`config.mk`:
```
export PLATFORM = sky130hd
export DESIGN_NAME = bfpa_top
export DESIGN_NICKNAME = d
export VERILOG_FILES = /design/src/hdl/bfpa_pkg.sv /design/src/hdl/bfpa_top.sv
export SDC_FILE = /design/constraint.sdc
export NUM_CORES = 1
export LEC_CHECK = 0
export BUFFER_PORTS_ARGS = -buffer_cell sky130_fd_sc_hd__buf_2
export CAP_MARGIN = 20
export CORE_ASPECT_RATIO = 0.9
export CORE_UTILIZATION = 40
export DETAILED_ROUTE_END_ITERATION = 6
export PLACE_DENSITY = 0.75
export SYNTH_ARGS = -nofsm -noshare
export SYNTH_HDL_FRONTEND = slang
export SYNTH_SLANG_ARGS = --single-unit
export TNS_END_PERCENT = 20
```
`constraint.sdc`:
```
create_clock -name clk -period 3 [get_ports clk]
set_clock_uncertainty 0.2 [all_clocks]
set_input_delay 0.15 -clock clk [delete_from_list [all_inputs] [get_ports clk]]
set_output_delay 0.15 -clock clk [all_outputs]
set_load 0.01 [all_outputs]
```
`src/hdl/bfpa_pkg.sv`:
```
// Purpose: shared constants and types for the boot flash protection block
// Assumes: 64K byte program space, 32K words, single clock
// Notes: register offsets are byte addresses on the AXI4-Lite slave
package bfpa_pkg;
   // ***************************************************
   // bus geometry
   // ***************************************************
   localparam int BFPA_ADDR_W = 8;
   localparam int BFPA_DATA_W = 32;
   localparam logic [1:0] BFPA_RESP_OKAY = 2'h0;
   localparam logic [1:0] BFPA_RESP_DECERR = 2'h3;
   // ***************************************************
   // register offsets
   // ***************************************************
   localparam logic [7:0] BFPA_OFF_PTR_LOW = 8'h00;
   localparam logic [7:0] BFPA_OFF_PTR_HIGH = 8'h04;
   localparam logic [7:0] BFPA_OFF_PTR_EXT = 8'h08;
   localparam logic [7:0] BFPA_OFF_GUARD = 8'h0C;
   localparam logic [7:0] BFPA_OFF_LOCK = 8'h10;
   localparam logic [7:0] BFPA_OFF_STATUS = 8'h14;
   localparam logic [7:0] BFPA_OFF_PROG_ADDR = 8'h18;
   // ***************************************************
   // field layout
   // ***************************************************
   localparam int BFPA_GUARD_APP_LSB = 0; // app_guard_low at 0, app_guard_high at 1
   localparam int BFPA_GUARD_BOOT_LSB = 2; // boot_guard_low at 2, boot_guard_high at 3
   localparam int BFPA_ST_FUSE = 0;
   localparam int BFPA_ST_RESULT_LSB = 4;
   // ***************************************************
   // flash geometry
   // ***************************************************
   localparam int BFPA_WORD_W = 15; // word address width
   localparam int BFPA_PAGE_WORD_W = 7; // word_in_page_index width
   localparam int BFPA_PAGE_W = BFPA_WORD_W - BFPA_PAGE_WORD_W;
   localparam bit BFPA_HAS_EXT = 1'b0; // extension used only above 64K bytes
   localparam logic [14:0] BFPA_LOADER_START = 15'h7000; // loader_section first word
   localparam logic [14:0] BFPA_APP_RESET = 15'h0000;
   // ***************************************************
   // reset values
   // ***************************************************
   localparam logic [7:0] BFPA_PTR_RST = 8'h00;
   localparam logic [1:0] BFPA_FIELD_RST = 2'h3; // unprogrammed
   localparam logic BFPA_FUSE_RST = 1'b1; // unprogrammed
   // ***************************************************
   // types
   // ***************************************************
   typedef enum logic [1:0] {BFPA_RES_NONE, BFPA_RES_OK, BFPA_RES_DENIED} bfpa_res_t;
endpackage

```
`src/hdl/bfpa_top.sv`:
```
// Purpose: flash access guard, reset vector select and pointer split
// Assumes: core requests are one-cycle pulses synchronous to clk
// Notes: decisions appear one cycle after the request pulse
`timescale 1ns/1ps

// Operation
// - guards programmable, cleared only by erase
// - write lock never blocks self program
// - read/write lock never blocks load/store
// - app mode 1 allows all access
// - app modes 2,3 refuse app writes
// - app modes 3,4 refuse loader reads
// - app modes 3,4 mask irq in app when vectors sit in loader
// - boot mode 1 allows all access
// - boot modes 2,3 refuse loader writes
// - boot modes 3,4 refuse app reads
// - boot modes 3,4 mask irq in loader when vectors sit in app
// - fuse unprogrammed gives vector zero
// - fuse programmed gives loader start vector
// - only external port changes the fuse
// - pointer from two bytes, extension above 64K
// - low bits word, high bits page
// - capture address when programming starts
// - load uses byte address, bit zero selects
// - self program from app is refused
module bfpa_top (
   // clock and reset
   input wire logic clk,
   input wire logic rst,
   // axi4-lite write address
   input wire logic awvalid,
   output logic awready,
   input wire logic [bfpa_pkg::BFPA_ADDR_W-1:0] awaddr,
   // axi4-lite write data
   input wire logic wvalid,
   output logic wready,
   input wire logic [bfpa_pkg::BFPA_DATA_W-1:0] wdata,
   input wire logic [3:0] wstrb,
   // axi4-lite write response
   output logic bvalid,
   input wire logic bready,
   output logic [1:0] bresp,
   // axi4-lite read address
   input wire logic arvalid,
   output logic arready,
   input wire logic [bfpa_pkg::BFPA_ADDR_W-1:0] araddr,
   // axi4-lite read data
   output logic rvalid,
   input wire logic rready,
   output logic [bfpa_pkg::BFPA_DATA_W-1:0] rdata,
   output logic [1:0] rresp,
   // core requests
   input wire logic storeReq,
   input wire logic loadReq,
   input wire logic [bfpa_pkg::BFPA_WORD_W-1:0] execAddr,
   input wire logic vectorsInLoader,
   // external programming port
   input wire logic extGuardWr,
   input wire logic [3:0] extGuardData,
   input wire logic extLockWr,
   input wire logic [1:0] extLockData,
   input wire logic extFuseWr,
   input wire logic extFuseData,
   input wire logic chipErase,
   // decisions and addresses
   output logic storeOk,
   output logic storeDenied,
   output logic loadOk,
   output logic loadDenied,
   output logic [bfpa_pkg::BFPA_PAGE_W-1:0] pageIndex,
   output logic [bfpa_pkg::BFPA_PAGE_WORD_W-1:0] wordInPageIndex,
   output logic [15:0] loadByteAddr,
   output logic byteSelectBit,
   output logic irqBlock,
   output logic [bfpa_pkg::BFPA_WORD_W-1:0] resetVector
);
   import bfpa_pkg::*;

   // ***************************************************
   // state
   // ***************************************************
   typedef struct packed {
      logic [7:0] ptrLow; // flash_pointer_low
      logic [7:0] ptrHigh; // flash_pointer_high
      logic [7:0] ptrExt; // flash_pointer_extension
      logic [1:0] appField; // app_guard_field {high,low}
      logic [1:0] bootField; // boot_guard_field {high,low}
      logic [1:0] lockBits; // general lock bits, no effect here
      logic bootFuse; // boot_reset_select_fuse
      logic awHeld; // write address captured
      logic [7:0] awAddr;
      logic wHeld; // write data captured
      logic [31:0] wData;
      logic [3:0] wStrb;
      logic awRdy;
      logic wRdy;
      logic bValid;
      logic [1:0] bResp;
      logic arRdy;
      logic rValid;
      logic [31:0] rData;
      logic [1:0] rResp;
      logic storeOk;
      logic storeDenied;
      logic loadOk;
      logic loadDenied;
      logic [BFPA_PAGE_W-1:0] page;
      logic [BFPA_PAGE_WORD_W-1:0] word;
      logic [15:0] loadAddr;
      logic byteSel;
      logic irqBlock;
      logic [BFPA_WORD_W-1:0] resetVec;
      logic [1:0] storeRes; // last self program result
      logic [1:0] loadRes; // last load result
   } bfpa_state_t;

   bfpa_state_t cur_ff; // registered state
   bfpa_state_t nxt_cur; // next state

   // ***************************************************
   // address and section decode
   // ***************************************************
   logic [23:0] zFull; // full pointer
   logic [BFPA_WORD_W-1:0] zWord; // word address of the pointer
   logic tgtLoader; // pointer targets loader_section
   logic execLoader; // executing code sits in loader_section
   logic storeAllow;
   logic loadAllow;
   logic irqMask;

   // pointer assembly; extension only meaningful on large parts
   always_comb begin
      zFull = {BFPA_HAS_EXT ? cur_ff.ptrExt : 8'h00, cur_ff.ptrHigh, cur_ff.ptrLow};
      zWord = zFull[BFPA_WORD_W:1];
      tgtLoader = (zWord >= BFPA_LOADER_START);
      execLoader = (execAddr >= BFPA_LOADER_START);
   end

   // access decisions; the general lock bits are never consulted
   always_comb begin
      storeAllow = execLoader;
      if (tgtLoader) begin
         // bit 0 programmed means modes 2 and 3
         storeAllow = storeAllow & cur_ff.bootField[0];
      end else begin
         storeAllow = storeAllow & cur_ff.appField[0];
      end
      loadAllow = 1'b1;
      if (tgtLoader && !execLoader) begin
         // bit 1 programmed means modes 3 and 4
         loadAllow = cur_ff.bootField[1];
      end else if (!tgtLoader && execLoader) begin
         loadAllow = cur_ff.appField[1];
      end
      // same-section reads stay open in every mode
      irqMask = (vectorsInLoader && !execLoader && !cur_ff.appField[1])
         || (!vectorsInLoader && execLoader && !cur_ff.bootField[1]);
   end

   // ***************************************************
   // next state
   // ***************************************************
   logic [31:0] rdMux;
   logic [1:0] rdResp;

   always_comb begin
      nxt_cur = cur_ff;
      rdMux = 32'h0000_0000;
      rdResp = BFPA_RESP_OKAY;
      // one-cycle decision pulses
      nxt_cur.storeOk = 1'b0;
      nxt_cur.storeDenied = 1'b0;
      nxt_cur.loadOk = 1'b0;
      nxt_cur.loadDenied = 1'b0;

      // write channels taken in either order
      if (awvalid && cur_ff.awRdy) begin
         nxt_cur.awHeld = 1'b1;
         nxt_cur.awAddr = awaddr;
      end
      if (wvalid && cur_ff.wRdy) begin
         nxt_cur.wHeld = 1'b1;
         nxt_cur.wData = wdata;
         nxt_cur.wStrb = wstrb;
      end
      // response retires
      if (cur_ff.bValid && bready) begin
         nxt_cur.bValid = 1'b0;
      end
      // register write once both halves are in and no response pends
      if (cur_ff.awHeld && cur_ff.wHeld && !cur_ff.bValid) begin
         nxt_cur.awHeld = 1'b0;
         nxt_cur.wHeld = 1'b0;
         nxt_cur.bValid = 1'b1;
         nxt_cur.bResp = BFPA_RESP_OKAY;
         case (cur_ff.awAddr)
            BFPA_OFF_PTR_LOW: begin
               if (cur_ff.wStrb[0]) nxt_cur.ptrLow = cur_ff.wData[7:0];
            end
            BFPA_OFF_PTR_HIGH: begin
               if (cur_ff.wStrb[0]) nxt_cur.ptrHigh = cur_ff.wData[7:0];
            end
            BFPA_OFF_PTR_EXT: begin
               if (cur_ff.wStrb[0]) nxt_cur.ptrExt = cur_ff.wData[7:0];
            end
            BFPA_OFF_GUARD: begin
               // software may only program bits (drive them to zero)
               if (cur_ff.wStrb[0]) begin
                  nxt_cur.appField = cur_ff.appField
                     & cur_ff.wData[BFPA_GUARD_APP_LSB +: 2];
                  nxt_cur.bootField = cur_ff.bootField
                     & cur_ff.wData[BFPA_GUARD_BOOT_LSB +: 2];
               end
            end
            BFPA_OFF_LOCK: begin
               if (cur_ff.wStrb[0]) nxt_cur.lockBits = cur_ff.lockBits & cur_ff.wData[1:0];
            end
            // status and captured address are read only; fuse has no core path
            BFPA_OFF_STATUS, BFPA_OFF_PROG_ADDR: begin
               nxt_cur.bResp = BFPA_RESP_OKAY;
            end
            default: begin
               nxt_cur.bResp = BFPA_RESP_DECERR;
            end
         endcase
      end

      // read decode
      case (araddr)
         BFPA_OFF_PTR_LOW: rdMux = {24'h000000, cur_ff.ptrLow};
         BFPA_OFF_PTR_HIGH: rdMux = {24'h000000, cur_ff.ptrHigh};
         BFPA_OFF_PTR_EXT: rdMux = {24'h000000, cur_ff.ptrExt};
         BFPA_OFF_GUARD: rdMux = {28'h0000000, cur_ff.bootField, cur_ff.appField};
         BFPA_OFF_LOCK: rdMux = {30'h0, cur_ff.lockBits};
         BFPA_OFF_STATUS: begin
            rdMux = {24'h000000, cur_ff.loadRes, cur_ff.storeRes, 3'h0, cur_ff.bootFuse};
         end
         BFPA_OFF_PROG_ADDR: rdMux = {17'h0, cur_ff.page, cur_ff.word};
         default: rdResp = BFPA_RESP_DECERR;
      endcase
      if (cur_ff.rValid && rready) begin
         nxt_cur.rValid = 1'b0;
      end
      if (arvalid && cur_ff.arRdy) begin
         nxt_cur.rValid = 1'b1;
         nxt_cur.rData = (rdResp == BFPA_RESP_OKAY) ? rdMux : 32'h0000_0000;
         nxt_cur.rResp = rdResp;
      end

      // self program: decide and latch the address at start
      if (storeReq) begin
         if (storeAllow) begin
            nxt_cur.storeOk = 1'b1;
            nxt_cur.storeRes = BFPA_RES_OK;
            // latched so the pointer is free during the operation
            nxt_cur.page = zWord[BFPA_WORD_W-1:BFPA_PAGE_WORD_W];
            nxt_cur.word = zWord[BFPA_PAGE_WORD_W-1:0];
         end else begin
            nxt_cur.storeDenied = 1'b1;
            nxt_cur.storeRes = BFPA_RES_DENIED;
         end
      end
      // program load: byte addressed, bit zero picks the byte
      if (loadReq) begin
         if (loadAllow) begin
            nxt_cur.loadOk = 1'b1;
            nxt_cur.loadRes = BFPA_RES_OK;
            nxt_cur.loadAddr = zFull[15:0];
            nxt_cur.byteSel = zFull[0];
         end else begin
            nxt_cur.loadDenied = 1'b1;
            nxt_cur.loadRes = BFPA_RES_DENIED;
         end
      end

      // external programming combines with software in the same cycle
      if (extGuardWr) begin
         nxt_cur.appField = nxt_cur.appField & extGuardData[BFPA_GUARD_APP_LSB +: 2];
         nxt_cur.bootField = nxt_cur.bootField & extGuardData[BFPA_GUARD_BOOT_LSB +: 2];
      end
      if (extLockWr) begin
         nxt_cur.lockBits = nxt_cur.lockBits & extLockData;
      end
      // chip erase is the only way back to unprogrammed
      if (chipErase) begin
         nxt_cur.appField = BFPA_FIELD_RST;
         nxt_cur.bootField = BFPA_FIELD_RST;
         nxt_cur.lockBits = BFPA_FIELD_RST;
      end
      // fuse moves only through the external port
      if (extFuseWr) begin
         nxt_cur.bootFuse = extFuseData;
      end

      // derived outputs
      nxt_cur.irqBlock = irqMask;
      nxt_cur.resetVec = cur_ff.bootFuse ? BFPA_APP_RESET : BFPA_LOADER_START;
      // ready flags: one transaction per direction at a time
      nxt_cur.awRdy = !nxt_cur.awHeld && !nxt_cur.bValid;
      nxt_cur.wRdy = !nxt_cur.wHeld && !nxt_cur.bValid;
      nxt_cur.arRdy = !nxt_cur.rValid;
   end

   // ***************************************************
   // state register
   // ***************************************************
   always_ff @(posedge clk or posedge rst) begin
      if (rst) begin
         cur_ff <= '0;
         cur_ff.appField <= BFPA_FIELD_RST;
         cur_ff.bootField <= BFPA_FIELD_RST;
         cur_ff.lockBits <= BFPA_FIELD_RST;
         cur_ff.bootFuse <= BFPA_FUSE_RST;
         cur_ff.ptrLow <= BFPA_PTR_RST;
         cur_ff.ptrHigh <= BFPA_PTR_RST;
         cur_ff.ptrExt <= BFPA_PTR_RST;
         cur_ff.resetVec <= BFPA_APP_RESET;
      end else begin
         cur_ff <= nxt_cur;
      end
   end

   // ***************************************************
   // outputs
   // ***************************************************
   assign awready = cur_ff.awRdy;
   assign wready = cur_ff.wRdy;
   assign bvalid = cur_ff.bValid;
   assign bresp = cur_ff.bResp;
   assign arready = cur_ff.arRdy;
   assign rvalid = cur_ff.rValid;
   assign rdata = cur_ff.rData;
   assign rresp = cur_ff.rResp;
   assign storeOk = cur_ff.storeOk;
   assign storeDenied = cur_ff.storeDenied;
   assign loadOk = cur_ff.loadOk;
   assign loadDenied = cur_ff.loadDenied;
   assign pageIndex = cur_ff.page;
   assign wordInPageIndex = cur_ff.word;
   assign loadByteAddr = cur_ff.loadAddr;
   assign byteSelectBit = cur_ff.byteSel;
   assign irqBlock = cur_ff.irqBlock;
   assign resetVector = cur_ff.resetVec;
endmodule

```
==> flow_summary.toml <==
[outcome]
status = "finished clean"

[clock_tree]
numCtsBuffers = 17
hold_buffers = 46
cts_sinks = 113
cts_resized = 0
cts_setup_buffers = 0
clock_path_buffers = 2
htree_num_levels = 4
cts_tree = "done"
root_buffer = "clkbuf_16"
clk_latency_ns = 0.41
clk_pin_slew_ns = 0.05

[synthesis]
synth_area_leaders = "dfrtp_1, mux2_2, buf_4"
seq_area_frac_synth_pct = 53.3
syn_area_um2 = 5330
yosysUniqueCellTypes = 50
synth.ff_latch_count = 113
yosysTopAreaCellShare_pct = 49.8
yosys_warnings = 0
synth_ff_type = "dfrtp_1"
syn_inst = 427
yosysTopAreaCell = "dfrtp_1"
synth-edff-count = 0
async_flop_share_pct = 100
syn_area_per_cell_um2 = 12.5

[die]
fp.dieH_um = 111
die_w_um = 124
die_area_um2 = 13800
ios = 181
rows = 39
start_util_pct = 41.5
core_um2 = 12800

[sta]
fmax_ghz = 0.388
hold_slack_ns = 0.0537
finalCriticalPeriod_ns = 2.58
relSlewSlack_pct = 54.6
finalCritPeriodShare_pct = 86.0
rsz0062_at_grt = "no"
fin_ws_ns = 0.420
hold_viol = 0
worstMarginPinSlew_ns = 0.679
setup_viol = 0
final_max_slew_viol_count = 0
tns_ns = 0

[worst_setup_path]
worstSetupEndpoint = "cur_ff[160]"
rr_worst_depth = 4
cp-startpoint = "cur_ff[135]"
path_max_fanout = 8
cp-end-kind = "register"
start_kind = "register"
arrival_ns = 2.66
critPathKind = "reg -> reg"
rrSetupSlack_ns = 0.42
r2r-start = "cur_ff[135]"
cp.required_ns = 3.08
r2r_end = "cur_ff[160]"

[drt]
firstDrtPassIters = 5
vias_per_cell = 5.06
ant_nets = 0
dr.first_iter.drc_count = 170
vias = 3636
routedWlPerCell_um = 17.3
drc = 0
wirelength_um = 12500

[finish]
instances_no_fill = 718
final_cell_mix = "buf_2, dfrtp_1, mux2_2, dlygate4sd3_1, conb_1"
stdcell_area_um2 = 6640
final_common_cell = "buf_2"
final_util_pct = 51.7
final_nets = 630
antennaDiodeCount = 0
syn2layout_area_growth_pct = 24.7
drive_gt1_share_pct = 43.7

[place]
dp_cells = 641
dp_slack_ns = 0.416
numPortBuffers = 112
dp_hpwl_um = 8730
postPlaceCellArea_um2 = 5570
gp_congestion = 0.858

[power_and_ir_drop]
p_sw_mw = 1.28
p_clk_share_pct = 42.6
total_power_mw = 4.86
seq_power_share_pct = 42.3
comb_power_share_pct = 15.1
internal_power_mw = 3.58
p_leak_nw = 3.36
p_sw_share_pct = 26.4
p_per_area_nw_per_um2 = 732
ir_drop_uv = 461

[grt]
grt_pass1_wl_um = 20000
grt_pass1_vias = 3749
antenna_found_initial = 0
overflow = 0
grtUsageTotal_pct = 19.5
grt_max_degree = 68

[min_path]
hold_class = "in -> reg"

[run]
drv_cap = 0
-- power by group through the flow --
| stage | Clock, mW | Sequential [mW] | Combinational, mW |
|---|---|---|---|
| after CTS | 2.10 | 2.06 | 0.739 |
| after global routing | 2.19 | 2.09 | 0.811 |
| after floorplan | 0 | 1.99 | 0.577 |
| after global placement | 0 | 2.06 | 0.657 |
| final | 2.07 | 2.06 | 0.734 |
| after detailed placement | 0 | 2.08 | 0.686 |
-- kinds of logic (layout without fill, tap and decap cells) --
group | count (synthesis) | count (layout) | synth area share [%]
AO/OA/AOI/OAI | 59 | 59 | 7.87
buffers and inverters | 105 | 204 | 13.4
flip-flops | 113 | 113 | 53.3
multiplexers | 82 | 82 | 17.5
other | 1 | 29 | 0.0704
AND/OR/NAND/NOR | 67 | 67 | 7.97
-- worst max-delay path: stages, from the launching register on --
cell and delay, ns:
dfrtp_1 0.38, or4_4 0.58, nor4_4 0.34, and4b_1 0.56
mux2_2 0.40
-- registers in the layout, summed over array words and instances, names as in the netlist, 7 cells and up --
name and count:
rdata 15, pageIndex 8, cur_ff 54, loadByteAddr 16
wordInPageIndex 7
-- area by class of cell --
type | instances | area [um2]
Clock buffer | 20 | 447
Clock inverter | 11 | 163
Fill cell | 1088 | 6190
Inverter | 11 | 45.0
Multi-Input combinational cell | 237 | 1880
Sequential cell | 113 | 2840
Tap cell | 164 | 205
Timing Repair Buffer | 162 | 1060
-- routing by layer --
layer	global-route usage, %	up-vias	wire length [um]
met2	32.3	170	6230
met4	6.35	0	179
met5	0	-	0
met1	23.4	1804	5130
met3	7.07	18	916
li1	-	1644	-
-- how the worst min path moves through the flow --
stage | from | to | slack [ns] | cells after the start
detailed placement | rst | cur_ff[169] | -0.02 | 2
CTS | araddr[6] | rdata[0] | 0.04 | 5
floorplan | extFuseWr | cur_ff[143] | 0.01 | 1
global placement | rst | cur_ff[166] | -0.03 | 2
global route | araddr[6] | rdata[0] | 0.07 | 5
finish | araddr[6] | rdata[0] | 0.05 | 5
-- cell usage after synthesis (5+ instances only) --
cell      count
dfrtp_1     106
mux2_2       77
nor2b_1       5
o21ai_0      15
nor2_1        9
inv_1        11
dfstp_2       7
a22o_1        7
buf_4        82
nand3_1       8
clkbuf_1      8
nand2_1      15
a221oi_1      6
Power figures use the tool's default switching activity.
